### config.mk
export PLATFORM = sky130hd
export DESIGN_NAME = capture_compare_unit
export DESIGN_NICKNAME = d
export VERILOG_FILES = /design/src/edge_sync.v /design/src/capture_prescaler.v /design/src/capture_compare_unit.v
export VERILOG_INCLUDE_DIRS = /design/src
export SDC_FILE = /design/constraint.sdc
export NUM_CORES = 1
export LEC_CHECK = 0
export ABC_AREA = 0
export BUFFER_PORTS_ARGS = -buffer_cell sky130_fd_sc_hd__buf_4
export CAP_MARGIN = 20
export CELL_PAD_IN_SITES_DETAIL_PLACEMENT = 1
export CELL_PAD_IN_SITES_GLOBAL_PLACEMENT = 1
export CORE_UTILIZATION = 39
export DETAILED_ROUTE_END_ITERATION = 8
export PLACE_DENSITY_LB_ADDON = 0.1
export SLEW_MARGIN = 20
export SYNTH_ARGS = -nofsm -noshare
export SYNTH_HDL_FRONTEND = slang
export SYNTH_HIERARCHICAL = 1
export SYNTH_SLANG_ARGS = --single-unit
### constraint.sdc
create_clock -name aclk -period 2 [get_ports aclk]
set_clock_uncertainty 0.1 [all_clocks]
set_input_delay 0.1 -clock aclk [delete_from_list [all_inputs] [get_ports aclk]]
set_output_delay 0.1 -clock aclk [all_outputs]
set_load 0.05 [all_outputs]
### src/capcmp_consts.vh
// Purpose: shared constants for the capture/compare unit
// Assumes: byte-wide registers, each in one aligned 32-bit word
// Notes: printed offsets are register indices; byte address is index*4
`ifndef CAPCMP_CONSTS_VH
`define CAPCMP_CONSTS_VH

`define IDX_PIN_OUTPUT_DATA 8'h07
`define IDX_INTERRUPT_CONTROL 8'h0b
`define IDX_PERIPH_IRQ_FLAGS 8'h0c
`define IDX_TIMER_COUNT_LOW 8'h0e
`define IDX_TIMER_COUNT_HIGH 8'h0f
`define IDX_TIMER_CONTROL 8'h10
`define IDX_CAPCMP_VALUE_LOW 8'h15
`define IDX_CAPCMP_VALUE_HIGH 8'h16
`define IDX_CAPCMP_CONTROL 8'h17
`define IDX_PIN_DIRECTION 8'h87
`define IDX_PERIPH_IRQ_ENABLES 8'h8c

`define MODE_OFF 4'h0
`define MODE_CAP_FALL 4'h4
`define MODE_CAP_RISE 4'h5
`define MODE_CAP_RISE4 4'h6
`define MODE_CAP_RISE16 4'h7
`define MODE_CMP_SET 4'h8
`define MODE_CMP_CLEAR 4'h9
`define MODE_CMP_SWINT 4'ha
`define MODE_CMP_TRIG 4'hb

`define BIT_UNIT_PIN 2
`define BIT_CAPCMP_FLAG 2
`define BIT_TIMER_OVF_FLAG 0
`define BIT_TIMER_ON 0

`define RST_PIN_DIRECTION 8'h05
`define RST_ZERO8 8'h00
`define PRESC_DIV4 4'h3
`define PRESC_DIV16 4'hf

`define AXI_RESP_OKAY 2'b00
`define AXI_RESP_SLVERR 2'b10

`endif

### src/edge_sync.v
// Purpose: bring the unit pin into the clock domain and find edges
// Assumes: pin may change at any time
// Notes: first stage is only read by the second stage
`timescale 1ns/1ps
`default_nettype none
module edge_sync (
	input wire aclk,
	input wire aresetn,
	input wire pin_in,
	output reg rise_pulse,
	output reg fall_pulse
);
	reg meta_r;
	reg sync_r;
	reg last_r;
	always @(posedge aclk) begin
		if (!aresetn) begin
			meta_r <= 1'b0;
			sync_r <= 1'b0;
			last_r <= 1'b0;
			rise_pulse <= 1'b0;
			fall_pulse <= 1'b0;
		end else begin
			meta_r <= pin_in;
			sync_r <= meta_r;
			last_r <= sync_r;
			rise_pulse <= sync_r & ~last_r;
			fall_pulse <= ~sync_r & last_r;
		end
	end
endmodule
`default_nettype wire

### src/capture_prescaler.v
// Purpose: count qualified edges and flag each capture event
// Assumes: mode code from the control register, edges one cycle wide
// Notes: counter held at zero outside capture modes
`timescale 1ns/1ps
`default_nettype none
`include "capcmp_consts.vh"
module capture_prescaler #(
	parameter CNT_W = 4
) (
	input wire aclk,
	input wire aresetn,
	input wire [3:0] mode,
	input wire rise_pulse,
	input wire fall_pulse,
	output reg capture_event
);
	reg [CNT_W-1:0] count_r;
	reg [CNT_W-1:0] limit;
	reg is_cap;
	always @* begin
		is_cap = (mode[3:2] == 2'b01);
		limit = {CNT_W{1'b0}};
		if (mode == `MODE_CAP_RISE4)
			limit = `PRESC_DIV4;
		else if (mode == `MODE_CAP_RISE16)
			limit = `PRESC_DIV16;
	end
	always @(posedge aclk) begin
		if (!aresetn) begin
			count_r <= {CNT_W{1'b0}};
			capture_event <= 1'b0;
		end else begin
			capture_event <= 1'b0;
			if (!is_cap) begin
				count_r <= {CNT_W{1'b0}};
			end else if (mode == `MODE_CAP_FALL) begin
				capture_event <= fall_pulse;
			end else if (rise_pulse) begin
				if (count_r >= limit) begin
					count_r <= {CNT_W{1'b0}};
					capture_event <= 1'b1;
				end else begin
					count_r <= count_r + 1'b1;
				end
			end
		end
	end
endmodule
`default_nettype wire

### src/capture_compare_unit.v
// Purpose: capture/compare unit with its timer and register file
// Assumes: AXI4-Lite slave, byte registers in low data bits
// Notes: no PWM; converter start is a one-cycle pulse output
// Summary of operation
// - Output data write reaches capture input when pin is output
// - Mode change may raise a false flag
// - Prescaler cleared when off or not capturing
// - Prescale switch keeps count, may flag
// - Match drives pin high, low, unchanged
// - Match flag set with pin action
// - Zero control forces compare latch low
// - Software interrupt mode only sets flag
// - Trigger mode match clears the timer
// - Trigger mode pulses converter start
// - Trigger clear never sets overflow flag
// - Capture sets flag; copies timer unless control written
// - Falling, rising, 4th, 16th rising edges
// - New capture overwrites unread value
// - Code 1011 triggers; timer write wins
//
// Register access over AXI4-Lite was decided locally.
`timescale 1ns/1ps
`default_nettype none
`include "capcmp_consts.vh"
module capture_compare_unit (
	input wire aclk,
	input wire aresetn,
	input wire [11:0] s_axi_awaddr,
	input wire s_axi_awvalid,
	output reg s_axi_awready,
	input wire [31:0] s_axi_wdata,
	input wire [3:0] s_axi_wstrb,
	input wire s_axi_wvalid,
	output reg s_axi_wready,
	output reg [1:0] s_axi_bresp,
	output reg s_axi_bvalid,
	input wire s_axi_bready,
	input wire [11:0] s_axi_araddr,
	input wire s_axi_arvalid,
	output reg s_axi_arready,
	output reg [31:0] s_axi_rdata,
	output reg [1:0] s_axi_rresp,
	output reg s_axi_rvalid,
	input wire s_axi_rready,
	input wire unit_pin_in,
	output reg unit_pin_out,
	output reg unit_pin_oe_n,
	output reg adc_start,
	input wire adc_enable
);
	reg [7:0] pin_output_data_r;
	reg [7:0] interrupt_control_r;
	reg [7:0] flags_r;
	reg [7:0] enables_r;
	reg [15:0] timer_r;
	reg [7:0] timer_control_r;
	reg [15:0] value_r;
	reg [7:0] control_r;
	reg [7:0] pin_direction_r;
	reg cmp_latch_r;
	reg [11:0] awaddr_r;
	reg [31:0] wdata_r;
	reg [3:0] wstrb_r;
	reg have_aw_r;
	reg have_w_r;
	wire rise_pulse;
	wire fall_pulse;
	wire capture_event;
	wire [3:0] mode = control_r[3:0];
	reg match_seen_r;
	wire is_compare = mode[3] && (mode[2] == 1'b0);
	wire match = is_compare && (timer_r == value_r) && !match_seen_r;

	function [7:0] word_index;
		input [11:0] addr;
		word_index = addr[9:2];
	endfunction

	function known_index;
		input [7:0] idx;
		known_index = (idx == `IDX_PIN_OUTPUT_DATA) ||
			(idx == `IDX_INTERRUPT_CONTROL) ||
			(idx == `IDX_PERIPH_IRQ_FLAGS) ||
			(idx == `IDX_TIMER_COUNT_LOW) ||
			(idx == `IDX_TIMER_COUNT_HIGH) ||
			(idx == `IDX_TIMER_CONTROL) ||
			(idx == `IDX_CAPCMP_VALUE_LOW) ||
			(idx == `IDX_CAPCMP_VALUE_HIGH) ||
			(idx == `IDX_CAPCMP_CONTROL) ||
			(idx == `IDX_PIN_DIRECTION) ||
			(idx == `IDX_PERIPH_IRQ_ENABLES);
	endfunction

	// Pin level as seen by capture: own drive when output
	// output data loops to capture input
	wire pin_seen = pin_direction_r[`BIT_UNIT_PIN] ? unit_pin_in :
		unit_pin_out;

	edge_sync u_sync (
		.aclk(aclk),
		.aresetn(aresetn),
		.pin_in(pin_seen),
		.rise_pulse(rise_pulse),
		.fall_pulse(fall_pulse)
	);

	capture_prescaler #(.CNT_W(4)) u_presc (
		.aclk(aclk),
		.aresetn(aresetn),
		.mode(mode),
		.rise_pulse(rise_pulse),
		.fall_pulse(fall_pulse),
		.capture_event(capture_event)
	);

	wire do_write = have_aw_r && have_w_r && !s_axi_bvalid;
	wire [7:0] widx = word_index(awaddr_r);
	wire wlane = wstrb_r[0];
	wire [7:0] wbyte = wdata_r[7:0];
	wire wr_timer = do_write && wlane &&
		((widx == `IDX_TIMER_COUNT_LOW) ||
		(widx == `IDX_TIMER_COUNT_HIGH));
	wire wr_ctrl = do_write && wlane && (widx == `IDX_CAPCMP_CONTROL);
	wire wr_flags = do_write && wlane && (widx == `IDX_PERIPH_IRQ_FLAGS);
	wire trig = match && (mode == `MODE_CMP_TRIG);
	wire overflow = timer_control_r[`BIT_TIMER_ON] &&
		(timer_r == 16'hffff) && !trig && !wr_timer;
	// Mode change into or among capture codes may flag spuriously
	// false flag on capture mode change
	wire spurious = wr_ctrl && (wbyte[3:2] == 2'b01) &&
		(wbyte[3:0] != mode) && (mode != `MODE_OFF);

	// Write channel capture, either order
	always @(posedge aclk) begin
		if (!aresetn) begin
			have_aw_r <= 1'b0;
			have_w_r <= 1'b0;
			awaddr_r <= 12'h000;
			wdata_r <= 32'h00000000;
			wstrb_r <= 4'h0;
			s_axi_awready <= 1'b0;
			s_axi_wready <= 1'b0;
			s_axi_bvalid <= 1'b0;
			s_axi_bresp <= `AXI_RESP_OKAY;
		end else begin
			s_axi_awready <= !have_aw_r && !s_axi_awready &&
				s_axi_awvalid;
			s_axi_wready <= !have_w_r && !s_axi_wready && s_axi_wvalid;
			if (s_axi_awvalid && s_axi_awready) begin
				have_aw_r <= 1'b1;
				awaddr_r <= s_axi_awaddr;
			end
			if (s_axi_wvalid && s_axi_wready) begin
				have_w_r <= 1'b1;
				wdata_r <= s_axi_wdata;
				wstrb_r <= s_axi_wstrb;
			end
			if (do_write) begin
				s_axi_bvalid <= 1'b1;
				s_axi_bresp <= known_index(widx) ? `AXI_RESP_OKAY :
					`AXI_RESP_SLVERR;
			end else if (s_axi_bvalid && s_axi_bready) begin
				s_axi_bvalid <= 1'b0;
				have_aw_r <= 1'b0;
				have_w_r <= 1'b0;
			end
		end
	end

	// Read channel; one cycle decode, held until taken
	always @(posedge aclk) begin
		if (!aresetn) begin
			s_axi_arready <= 1'b0;
			s_axi_rvalid <= 1'b0;
			s_axi_rdata <= 32'h00000000;
			s_axi_rresp <= `AXI_RESP_OKAY;
		end else begin
			s_axi_arready <= !s_axi_rvalid && !s_axi_arready &&
				s_axi_arvalid;
			if (s_axi_arvalid && s_axi_arready) begin
				s_axi_rvalid <= 1'b1;
				s_axi_rresp <= `AXI_RESP_OKAY;
				s_axi_rdata <= 32'h00000000;
				if (word_index(s_axi_araddr) == `IDX_PIN_OUTPUT_DATA)
					s_axi_rdata[7:0] <= pin_output_data_r;
				else if (word_index(s_axi_araddr) == `IDX_INTERRUPT_CONTROL)
					s_axi_rdata[7:0] <= interrupt_control_r;
				else if (word_index(s_axi_araddr) == `IDX_PERIPH_IRQ_FLAGS)
					s_axi_rdata[7:0] <= flags_r;
				else if (word_index(s_axi_araddr) == `IDX_TIMER_COUNT_LOW)
					s_axi_rdata[7:0] <= timer_r[7:0];
				else if (word_index(s_axi_araddr) == `IDX_TIMER_COUNT_HIGH)
					s_axi_rdata[7:0] <= timer_r[15:8];
				else if (word_index(s_axi_araddr) == `IDX_TIMER_CONTROL)
					s_axi_rdata[7:0] <= timer_control_r;
				else if (word_index(s_axi_araddr) == `IDX_CAPCMP_VALUE_LOW)
					s_axi_rdata[7:0] <= value_r[7:0];
				else if (word_index(s_axi_araddr) == `IDX_CAPCMP_VALUE_HIGH)
					s_axi_rdata[7:0] <= value_r[15:8];
				else if (word_index(s_axi_araddr) == `IDX_CAPCMP_CONTROL)
					s_axi_rdata[7:0] <= control_r;
				else if (word_index(s_axi_araddr) == `IDX_PIN_DIRECTION)
					s_axi_rdata[7:0] <= pin_direction_r;
				else if (word_index(s_axi_araddr) == `IDX_PERIPH_IRQ_ENABLES)
					s_axi_rdata[7:0] <= enables_r;
				else
					s_axi_rresp <= `AXI_RESP_SLVERR;
			end else if (s_axi_rvalid && s_axi_rready) begin
				s_axi_rvalid <= 1'b0;
			end
		end
	end

	// Register file, timer, capture and compare actions
	always @(posedge aclk) begin
		if (!aresetn) begin
			pin_output_data_r <= `RST_ZERO8;
			interrupt_control_r <= `RST_ZERO8;
			flags_r <= `RST_ZERO8;
			enables_r <= `RST_ZERO8;
			timer_r <= 16'h0000;
			timer_control_r <= `RST_ZERO8;
			value_r <= 16'h0000;
			control_r <= `RST_ZERO8;
			pin_direction_r <= `RST_PIN_DIRECTION;
			cmp_latch_r <= 1'b0;
			match_seen_r <= 1'b0;
			adc_start <= 1'b0;
		end else begin
			adc_start <= 1'b0;
			// One action per match until timer moves off the value
			match_seen_r <= is_compare && (timer_r == value_r);
			if (wr_timer) begin
				if (widx == `IDX_TIMER_COUNT_LOW)
					timer_r[7:0] <= wbyte;
				else
					timer_r[15:8] <= wbyte;
			end else if (trig) begin
				timer_r <= 16'h0000;
			end else if (timer_control_r[`BIT_TIMER_ON]) begin
				timer_r <= timer_r + 16'h0001;
			end
			if (trig && adc_enable)
				adc_start <= 1'b1;
			if (match && mode == `MODE_CMP_SET)
				cmp_latch_r <= 1'b1;
			else if (match && mode == `MODE_CMP_CLEAR)
				cmp_latch_r <= 1'b0;
			if (wr_ctrl && wbyte == `RST_ZERO8)
				cmp_latch_r <= 1'b0;
			if (do_write && wlane) begin
				if (widx == `IDX_PIN_OUTPUT_DATA)
					pin_output_data_r <= wbyte;
				else if (widx == `IDX_INTERRUPT_CONTROL)
					interrupt_control_r <= wbyte;
				else if (widx == `IDX_PERIPH_IRQ_FLAGS)
					flags_r <= wbyte;
				else if (widx == `IDX_TIMER_CONTROL)
					timer_control_r <= wbyte;
				else if (widx == `IDX_CAPCMP_VALUE_LOW)
					value_r[7:0] <= wbyte;
				else if (widx == `IDX_CAPCMP_VALUE_HIGH)
					value_r[15:8] <= wbyte;
				else if (widx == `IDX_CAPCMP_CONTROL)
					// mode codes held in low nibble
					control_r <= {2'b00, wbyte[5:0]};
				else if (widx == `IDX_PIN_DIRECTION)
					pin_direction_r <= wbyte;
				else if (widx == `IDX_PERIPH_IRQ_ENABLES)
					enables_r <= wbyte;
			end
			if (capture_event && !wr_ctrl)
				value_r <= timer_r;
			// Hardware sets win over a same-cycle flag write
			// flag with compare action
			if (match || capture_event || spurious)
				flags_r[`BIT_CAPCMP_FLAG] <= 1'b1;
			if (overflow)
				flags_r[`BIT_TIMER_OVF_FLAG] <= 1'b1;
		end
	end

	// Pin outputs registered; oe_n low drives the pin
	always @(posedge aclk) begin
		if (!aresetn) begin
			unit_pin_out <= 1'b0;
			unit_pin_oe_n <= 1'b1;
		end else begin
			unit_pin_oe_n <= pin_direction_r[`BIT_UNIT_PIN];
			unit_pin_out <= is_compare ? cmp_latch_r :
				pin_output_data_r[`BIT_UNIT_PIN];
		end
	end
endmodule
`default_nettype wire

==> results of run 1 <==
[synthesized netlist by cell type, drive strengths merged, types with 4 or more instances]
library cell,number,area (um2)
a2111oi,5,63.8
a21boi,32,240
a21oi,46,230
a221oi,5,43.8
a22oi,21,158
a31oi,6,52.6
and2,9,60.1
and3,7,43.8
and3b,4,35.0
buf,46,328
clkbuf,45,188
dfxtp,135,2700
ha,6,75.1
inv,18,67.6
mux2,7,78.8
mux2i,60,601
nand2,94,353
nand2b,6,45.0
nand3,28,150
nand3b,7,52.6
nand4,9,56.3
nor2,26,100
nor2b,55,344
nor3,23,138
nor3b,4,35.0
nor4,12,126
o211ai,13,108
o21a,5,37.5
o21ai,59,295
o221ai,5,43.8
o22ai,22,138
or2,5,31.3
or4,4,33.8
xnor2,9,78.8
xor2,12,105
[power groups by stage]
| stage | sequential [W] | clock [W] | combinational [W] |
|---|---|---|---|
| 6_report | 0.00275 | 0.00315 | 0.000600 |
| 3_3_place_gp | 0.00280 | 0 | 0.000527 |
| 5_1_grt | 0.00275 | 0.00332 | 0.000636 |
| 2_1_floorplan | 0.00283 | 0 | 0.000352 |
| 3_5_place_dp | 0.00281 | 0 | 0.000540 |
| 4_1_cts | 0.00274 | 0.00320 | 0.000585 |
[stage by stage]
stage               power, W  area, um2  hold WS (ns)  setup TNS, ns  utilization
finish               0.00649      10300        0.0537          -3.48        0.548
CTS                  0.00653      10100        0.0377          -2.19        0.534
global placement     0.00333       9000         0.248          -2.48        0.478
floorplan            0.00318       7670         0.118         -0.227            -
detailed placement   0.00334       9000         0.255          -5.47        0.478
global route         0.00670      10300        0.0684          -5.16        0.548
[registers in the layout, summed over array words and instances (netlist names), 4 cells and up]
name	flops
s_axi_rdata	8
timer_r	16
wdata_r	8
control_r	6
awaddr_r	8
flags_r	8
u_presc/count_r	4
pin_output_data_r	8
enables_r	8
pin_direction_r	8
interrupt_control_r	8
value_r	16
timer_control_r	8
[repair_timing]
action | CTS | global route
gates resized for setup | 40 | 41
setup endpoints to repair | 41 | 83
hold buffers | 28 | 0
cloned | 0 | 1
pin swaps | 14 | 25
buffers inserted | 9 | 8
hold endpoints to repair | 26 | 0
[worst max path at each step]
stage | from | to | slack (ns)
CTS | value_r[2] | timer_r[13] | -0.18
global route | value_r[4] | timer_r[15] | -0.29
floorplan | timer_r[13] | timer_r[3] | -0.03
global placement | s_axi_araddr[7] | s_axi_rdata[6] | -0.23
detailed placement | value_r[4] | timer_r[11] | -0.30
finish | control_r[3] | timer_r[13] | -0.25
[metal layers]
metal / vias up / GRT usage / share of wire
met5: - / 0 / 0
met2: 243 / 0.502 / 0.49
met1: 3796 / 0.348 / 0.42
met4: 0 / 0.132 / 0.034
li1: 3528 / - / -
met3: 60 / 0.0496 / 0.051
[critical path: cells and delay by family (launching register included)]
kind / cells / cell delay [ns]
AOI/OAI and AO/OA: 2 / 0.37
DFF: 1 / 0.33
buffers and inverters: 1 / 0.18
and+or+nand+nor: 4 / 1.21
[kinds of logic after synthesis]
logic type,Yosys count,share of synthesized area
other,1,0.000496
DFF,135,0.357
adders and majority gates,6,0.00993
xor gates and xnor gates,21,0.0243
AOI/OAI and AO/OA,241,0.212
buffers and inverters,110,0.0783
and+or+nand+nor,306,0.228
muxes,67,0.0899
[cell type report]
class                      count  area (um2)
inverter                      18        67.6
tap                          260         325
multi-input combinational    667        4640
clock inverter                15         153
clock buffer                  17         425
sequential                   135        2730
fill                        2152        8520
timing repair buffer         236        1980
[placed cells by master, fill, tap and decap left out, types with 5 or more instances in the layout]
master         count
buf_4            193
dfxtp_1          120
nand2_1           93
mux2i_1           58
nor2b_1           53
o21ai_0           52
a21oi_1           42
a21boi_0          30
dlygate4sd3_1     28
conb_1            26
nor2_1            24
nand3_1           24
nor3_1            20
o22ai_1           20
a22oi_1           19
clkbuf_16         18
inv_1             17
dfxtp_2           13
o211ai_1          11
xor2_1            10
nand4_1            9
xnor2_1            8
inv_6              8
mux2_2             7
nand3b_1           7
nor4_1             7
buf_12             7
and3_1             6
buf_6              6
o21a_1             5
nand2b_1           5
o221ai_1           5
a31oi_1            5
==> results.py, run 1 <==
metrics = {
    "placed_design": {
        "place_ws_ns": -0.303,
        "gp_congestion": 0.915,
        "port_buffers": 51,
        "placed_cells_incl_taps": 1272,
        "place_hpwl_um": 20500,
    },
    "global_routing": {
        "gr-total-overflow": 0,
        "grt_usage": 0.289,
        "grt_pass1_vias": 7964,
        "antenna_found_initial": 0,
        "grt_first_pass_wirelength_um": 43700,
        "grt_max_degree": 39,
    },
    "timing": {
        "period_minus_slack_ns": 2.25,
        "fin_crit_sh": 1.13,
        "max_slew_margin": 0.582,
        "setup_viol": 22,
        "fmax_mhz": 444,
        "worst_pin_slew_ns": 0.626,
        "timing.final.ws_setup_ns": -0.254,
        "rsz0062_at_grt": "true",
        "hold_violations": 0,
        "maxSlewViolCount": 0,
    },
    "synthesis": {
        "yosys_warnings": 6,
        "ys_types": 80,
        "ys_seq_area_frac": 0.357,
        "synth.cell_area_um2": 7560,
        "ys_ff_latch": 135,
        "syn-mean-instance-area_um2": 8.52,
        "synth_edf_count": 0,
        "synth_ff_type": "dfxtp_1",
        "synthArstFlopShare": 0,
        "synth_cells": 887,
    },
    "power": {
        "clockPowerShare": 0.485,
        "vdd_drop_max_mv": 0.525,
        "powerDensity_nw_per_um2": 629,
        "p_switching_w": 0.00180,
        "p_leak_nw": 3.98,
        "combPwrFrac": 0.092,
        "intPower_w": 0.00469,
        "sequentialPowerShare": 0.423,
        "swShare": 0.278,
    },
    "worst_hold_path": {
        "worstHoldStart": "aresetn",
        "hold_path_class": "input pin to flop",
        "whs_endpoint": "value_r[2]",
        "worstHoldPathCells": 3,
    },
    "clocking": {
        "path_clk_slew_ns": 0.06,
        "tritoncts": "yes",
        "clkSinkCount": 135,
        "insertion_delay_ns": 0.43,
        "h-tree-depth": 4,
        "cts_buffers": 17,
        "clock-root-buffer": "clkbuf_16",
        "clockBufferDepth": 2,
    },
    "floorplan": {
        "io_pins": 113,
        "initial_core_util": 0.401,
        "die_y_um": 141,
        "die_w_um": 141,
        "core-area_um2": 18800,
        "rows": 50,
        "dieArea_um2": 19900,
    },
    "routing": {
        "final_antenna_net_count": 0,
        "first_pass_iters": 5,
        "drt_iter0_drc": 466,
        "via_count": 7627,
        "finalWirelength_um": 28600,
        "routed_via_density": 5.66,
        "wire_per_inst_um": 21.3,
        "remaining_drc_errors": 0,
    },
    "cells_and_area": {
        "drive_above_1_share": 0.303,
        "fin_nets": 1150,
        "antennaDiodeCount": 0,
        "final_cells": 1348,
        "areaGrowthSynthToFinish_pct": 36.4,
    },
    "status": {
        "violations": "negative setup slack",
        "status": "complete, but fails checks",
    },
    "worst_setup_path": {
        "crit_required_ns": 2.27,
        "slowest_delay_ns": 0.58,
        "reg2reg_to": "timer_r[13]",
        "worstSetupPathType": "flop to flop",
        "startpoint_type": "flop",
        "rr_worst_depth": 7,
        "crit-reg2reg-launch": "control_r[3]",
        "path_cells": "nor2b_2 > nand2_1 > or2_1 > or4_4 > buf_12 > a31oi_4 > o2111a_1",
        "endpoint_kind": "flop",
        "cp_slowest_cell": "or4_4",
        "r2r_setup_slack_ns": -0.25,
        "path_max_fanout": 9,
        "critPathArrivalTime_ns": 2.53,
    },
    "run": {
        "maxCapViolations": 0,
    },
}
No activity file was read; power rests on OpenSTA's default activity.
==> run 2: changes to the inputs <==
--- a/config.mk
+++ b/config.mk
@@ -12,8 +12,10 @@
 export CELL_PAD_IN_SITES_DETAIL_PLACEMENT = 1
 export CELL_PAD_IN_SITES_GLOBAL_PLACEMENT = 1
 export CORE_UTILIZATION = 39
+export CTS_CLUSTER_DIAMETER = 120
 export DETAILED_ROUTE_END_ITERATION = 8
 export PLACE_DENSITY_LB_ADDON = 0.1
+export SKIP_LAST_GASP = 1
 export SLEW_MARGIN = 20
 export SYNTH_ARGS = -nofsm -noshare
 export SYNTH_HDL_FRONTEND = slang
==> results.py, run 2 (same netlist as run 1, synthesis figures left out) <==
metrics = {
    "status": {
        "status": "complete, but fails checks",
        "violations": "negative setup slack",
    },
    "worst_setup_path": {
        "worstSetupStartpoint": "control_r[3]",
        "reg2reg_to": "timer_r[7]",
        "startpoint_type": "flop",
        "rr_worst_depth": 7,
        "worstSetupPathType": "flop to flop",
        "path_max_fanout": 9,
        "r2r_setup_slack_ns": -0.23,
        "critPathArrivalTime_ns": 2.42,
        "crit-reg2reg-launch": "control_r[3]",
        "endpoint_kind": "flop",
        "endpoint": "timer_r[7]",
        "crit_required_ns": 2.19,
    },
    "clocking": {
        "insertion_delay_ns": 0.43,
        "h-tree-depth": 4,
        "clkSinkCount": 135,
        "path_clk_slew_ns": 0.06,
        "clock-root-buffer": "clkbuf_16",
        "cts_buffers": 17,
        "clockBufferDepth": 2,
        "tritoncts": "yes",
    },
    "worst_hold_path": {
        "worstHoldStart": "aresetn",
        "hold_path_class": "input pin to flop",
    },
    "floorplan": {
        "initial_core_util": 0.401,
        "io_pins": 113,
        "die_w_um": 141,
        "rows": 50,
        "die_y_um": 141,
        "dieArea_um2": 19900,
        "core-area_um2": 18800,
    },
    "timing": {
        "rsz0062_at_grt": "true",
        "max_slew_margin": 0.563,
        "maxSlewViolCount": 0,
        "tns_ns": -3.21,
        "fmax_mhz": 448,
        "period_minus_slack_ns": 2.23,
        "setup_viol": 22,
        "fin_crit_sh": 1.12,
        "hold_violations": 0,
        "hold_slack_ns": 0.0507,
        "timing.final.ws_setup_ns": -0.231,
        "worst_pin_slew_ns": 0.654,
    },
    "cells_and_area": {
        "final_util": 0.547,
        "drive_above_1_share": 0.301,
        "areaGrowthSynthToFinish_pct": 36.4,
        "top_regs": "timer_r x16, value_r x16",
        "antennaDiodeCount": 0,
        "layout_common_cells": "195 x buf_4, 121 x dfxtp_1, 93 x nand2_1",
        "fin_nets": 1151,
        "layout_commonest_cell": "buf_4",
    },
    "run": {
        "maxCapViolations": 0,
    },
    "placed_design": {
        "gp_congestion": 0.915,
        "port_buffers": 51,
        "place_hpwl_um": 20500,
    },
    "global_routing": {
        "grt_pass1_vias": 7975,
        "grt_first_pass_wirelength_um": 43700,
        "antenna_found_initial": 0,
        "grt_max_degree": 39,
        "gr-total-overflow": 0,
        "grt_usage": 0.289,
    },
    "routing": {
        "via_count": 7599,
        "wire_per_inst_um": 21.2,
        "first_pass_iters": 5,
        "finalWirelength_um": 28500,
        "drt_iter0_drc": 508,
        "final_antenna_net_count": 0,
        "remaining_drc_errors": 0,
        "routed_via_density": 5.63,
    },
    "power": {
        "powerDensity_nw_per_um2": 630,
        "p_leak_nw": 3.98,
        "vdd_drop_max_mv": 0.527,
    },
}
[run 2: layout make-up]
type	count	area [um2]
Sequential cell	135	2730
Multi-Input combinational cell	667	4630
Clock inverter	15	153
Inverter	18	67.6
Fill cell	2159	8520
Timing Repair Buffer	237	1980
Tap cell	260	325
Clock buffer	17	425
[run 2: layer usage]
metal,vias to the layer above,part of all wire,GRT usage
met3,63,0.041,0.0496
met4,0,0.032,0.133
met2,214,0.49,0.502
met1,3802,0.43,0.348
li1,3520,-,-
met5,-,0,0
[run 2: worst min-delay path by stage]
stage,to,slack (ns),depth (start not counted)
final,value_r[2],0.05,3
after global routing,value_r[2],0.07,3
after CTS,s_axi_awready,0.04,3
after detailed placement,s_axi_wready,0.26,3
after global placement,s_axi_wready,0.25,3
after floorplan,s_axi_arready,0.12,2
[run 2: power by group]
part           internal [W]  switching, W
logic              0.000220      0.000378
registers           0.00271     0.0000332
clock network       0.00176       0.00139
total               0.00469       0.00180
[run 2: timing repair]
| action | CTS | global route |
|---|---|---|
| endpoints found under the hold margin | 26 | 0 |
| resized for setup | 35 | 41 |
| buffers inserted | 9 | 9 |
| setup endpoints to repair | 41 | 83 |
| cloned | 0 | 1 |
| pin swaps | 14 | 28 |
| hold buffers | 28 | 0 |
[run 2: per-stage QoR]
stage | instances | setup slack, ns | total power (W) | area, um2
after detailed placement | 1272 | -0.303 | 0.00334 | 9000
after floorplan | 912 | -0.0349 | 0.00318 | 7670
after CTS | 1341 | -0.184 | 0.00653 | 10000
final | 1349 | -0.231 | 0.00649 | 10300
after global placement | 1272 | -0.227 | 0.00333 | 9000
after global routing | 1349 | -0.306 | 0.00670 | 10300
[run 2: critical path: stages (launching register included)]
cell and delay (ns):
dfxtp_2 0.33, nor2b_2 0.21, nand2_1 0.13, or2_1 0.26, or4_4 0.58, buf_12 0.18, a22oi_1 0.17, o22ai_1 0.12
==> run 3: changes to the inputs <==
--- a/config.mk
+++ b/config.mk
@@ -6,12 +6,12 @@
 export SDC_FILE = /design/constraint.sdc
 export NUM_CORES = 1
 export LEC_CHECK = 0
-export ABC_AREA = 0
+export ABC_AREA = 1
 export BUFFER_PORTS_ARGS = -buffer_cell sky130_fd_sc_hd__buf_4
 export CAP_MARGIN = 20
 export CELL_PAD_IN_SITES_DETAIL_PLACEMENT = 1
 export CELL_PAD_IN_SITES_GLOBAL_PLACEMENT = 1
-export CORE_UTILIZATION = 39
+export CORE_UTILIZATION = 36
 export CTS_CLUSTER_DIAMETER = 120
 export DETAILED_ROUTE_END_ITERATION = 8
 export PLACE_DENSITY_LB_ADDON = 0.1
==> results.py, run 3 <==
metrics = {
    "worst_setup_path": {
        "critPathArrivalTime_ns": 2.29,
        "path_max_fanout": 8,
        "crit_required_ns": 2.26,
        "startpoint_type": "flop",
        "worstSetupPathType": "flop to flop",
        "endpoint_kind": "flop",
    },
    "synthesis": {
        "ys_seq_area_frac": 0.360,
        "synth_edf_count": 0,
        "yosys_warnings": 6,
        "ys_types": 41,
        "synth_cells": 1153,
        "syn-mean-instance-area_um2": 6.50,
        "synth.cell_area_um2": 7500,
        "ys_top_cells_by_count": "274 x nand2_1, 155 x nor2_1, 151 x inv_1, 135 x dfxtp_1, 77 x o21ai_0",
        "ys_ff_latch": 135,
        "synth_ff_type": "dfxtp_1",
        "yosys.area.top_type": "dfxtp_1",
        "synthArstFlopShare": 0,
        "synth.most_common_cell": "nand2_1",
        "synth_top_area_frac": 0.360,
        "yosys-top-cells-area": "dfxtp_1 36%, nand2_1 14%, nor2_1 7.8%",
    },
    "timing": {
        "hold_slack_ns": 0.0222,
        "hold_violations": 0,
        "max_slew_margin": 0.570,
        "worst_pin_slew_ns": 0.644,
        "setup_viol": 3,
        "maxSlewViolCount": 0,
        "fmax_mhz": 491,
        "timing.final.ws_setup_ns": -0.0353,
        "rsz0062_at_grt": "true",
        "fin_crit_sh": 1.02,
        "period_minus_slack_ns": 2.04,
    },
    "power": {
        "powerDensity_nw_per_um2": 622,
        "intPower_w": 0.00457,
        "p_leak_nw": 4.84,
        "p_switching_w": 0.00174,
        "vdd_drop_max_mv": 0.577,
        "combPwrFrac": 0.081,
        "clockPowerShare": 0.484,
        "sequentialPowerShare": 0.436,
        "swShare": 0.276,
    },
    "cells_and_area": {
        "top_regs": "timer_r x16, value_r x16",
        "layout_commonest_cell": "nand2_1",
        "drive_above_1_share": 0.246,
        "final_cells": 1623,
        "antennaDiodeCount": 0,
        "final_area_um2": 10100,
        "fin_nets": 1415,
        "final_util": 0.500,
        "layout_common_cells": "248 x nand2_1, 168 x buf_4, 148 x inv_1",
        "areaGrowthSynthToFinish_pct": 35.3,
    },
    "global_routing": {
        "grt_usage": 0.274,
        "gr-total-overflow": 0,
        "grt_pass1_vias": 8088,
        "grt_first_pass_wirelength_um": 44800,
        "grt_max_degree": 40,
        "antenna_found_initial": 0,
    },
    "clocking": {
        "h-tree-depth": 4,
        "tritoncts": "yes",
        "insertion_delay_ns": 0.42,
        "clkSinkCount": 135,
        "clockBufferDepth": 2,
        "clock-root-buffer": "clkbuf_16",
        "path_clk_slew_ns": 0.07,
        "cts_buffers": 17,
    },
    "placed_design": {
        "gp_congestion": 0.882,
        "placed_area_um2": 8910,
        "place_hpwl_um": 22000,
        "port_buffers": 51,
        "place_ws_ns": -0.202,
        "placed_cells_incl_taps": 1561,
    },
    "floorplan": {
        "die_y_um": 146,
        "die_w_um": 146,
        "initial_core_util": 0.369,
        "dieArea_um2": 21400,
        "rows": 52,
        "io_pins": 113,
        "core-area_um2": 20300,
    },
    "routing": {
        "first_pass_iters": 5,
        "final_antenna_net_count": 0,
        "drt_iter0_drc": 385,
        "wire_per_inst_um": 18.2,
        "finalWirelength_um": 29500,
        "via_count": 8310,
        "routed_via_density": 5.12,
        "remaining_drc_errors": 0,
    },
    "worst_hold_path": {
        "hold_path_class": "input pin to flop",
    },
    "status": {
        "status": "complete, but fails checks",
        "violations": "negative setup slack",
    },
    "run": {
        "maxCapViolations": 0,
    },
}
## run 3: changes by cell type after synthesis, sizes merged, moves of 13 or more
cell,delta
a211oi,+16
nand3,+46
a21oi,+25
inv,+140
o21ai,+20
nand4,+19
mux2i,-59
a21boi,-32
a22oi,-21
clkbuf,-31
nor2b,-55
o22ai,-13
nand2,+198
nor2,+134
## run 3: worst paths after layout
kind	from	end	slack, ns	cells past startpoint
worst max-delay path	value_r[6]	timer_r[3]	-0.04	12
worst min-delay path	adc_enable	adc_start	0.02	4
worst max register to register	value_r[6]	timer_r[3]	-0.04	12
worst min register to register	u_sync/sync_r	u_sync/fall_pulse	0.31	1
## run 3: final cells by class
class                           instances  area (um2)
Sequential cell                       135        2740
Multi-Input combinational cell        825        4270
Fill cell                            2706       10200
Clock inverter                         12         106
Inverter                              159         602
Tap cell                              270         338
Timing Repair Buffer                  202        1640
Clock buffer                           20         457
## run 3: logic make-up after synthesis
logic type                 count (synthesis)  share of synthesized area
and+or+nand+nor                          579                      0.335
other                                      1                   0.000500
adders and majority gates                  6                     0.0100
DFF                                      135                      0.360
muxes                                      1                    0.00133
xor gates and xnor gates                  17                     0.0199
buffers and inverters                    220                      0.129
AOI/OAI and AO/OA                        194                      0.144
## run 3: stage by stage
step	TNS, ns	total power, W
final	-0.0502	0.00631
after global routing	-1.30	0.00651
after CTS	-0.0809	0.00634
after detailed placement	-0.659	0.00327
after global placement	-0.200	0.00326
after floorplan	0	0.00313
## run 3: power groups by stage
stage	Clock (W)	Sequential, W	Combinational (W)
floorplan	0	0.00283	0.000304
global placement	0	0.00281	0.000450
detailed placement	0	0.00281	0.000457
CTS	0.00309	0.00275	0.000498
global route	0.00322	0.00275	0.000546
finish	0.00305	0.00275	0.000509
## run 3: what timing repair did
action | CTS | global route
cloned | 0 | 2
setup buffers | 1 | 2
pin swaps | 1 | 20
resized for setup | 14 | 100
hold buffers | 25 | 0
hold endpoints to repair | 27 | 0
endpoints found under the setup margin | 28 | 56
## run 3: worst max-delay path, stage by stage, from the launching register on
cell,delay [ns]
dfxtp_1,0.37
xnor2_2,0.13
buf_4,0.16
nand2_1,0.08
nor2_2,0.13
nand2_2,0.09
nor2_4,0.18
nand4_4,0.16
nand2_8,0.20
nand2_8,0.11
nand2_2,0.09
nand2_1,0.06
nor2_1,0.12
## run 3: per-layer routing
layer  part of all wire  wire [um]  GRT usage
met3              0.035       1030     0.0369
met1               0.46      13500      0.358
met4              0.019        571     0.0745
met2               0.49      14400      0.471
met5                  0          0          0
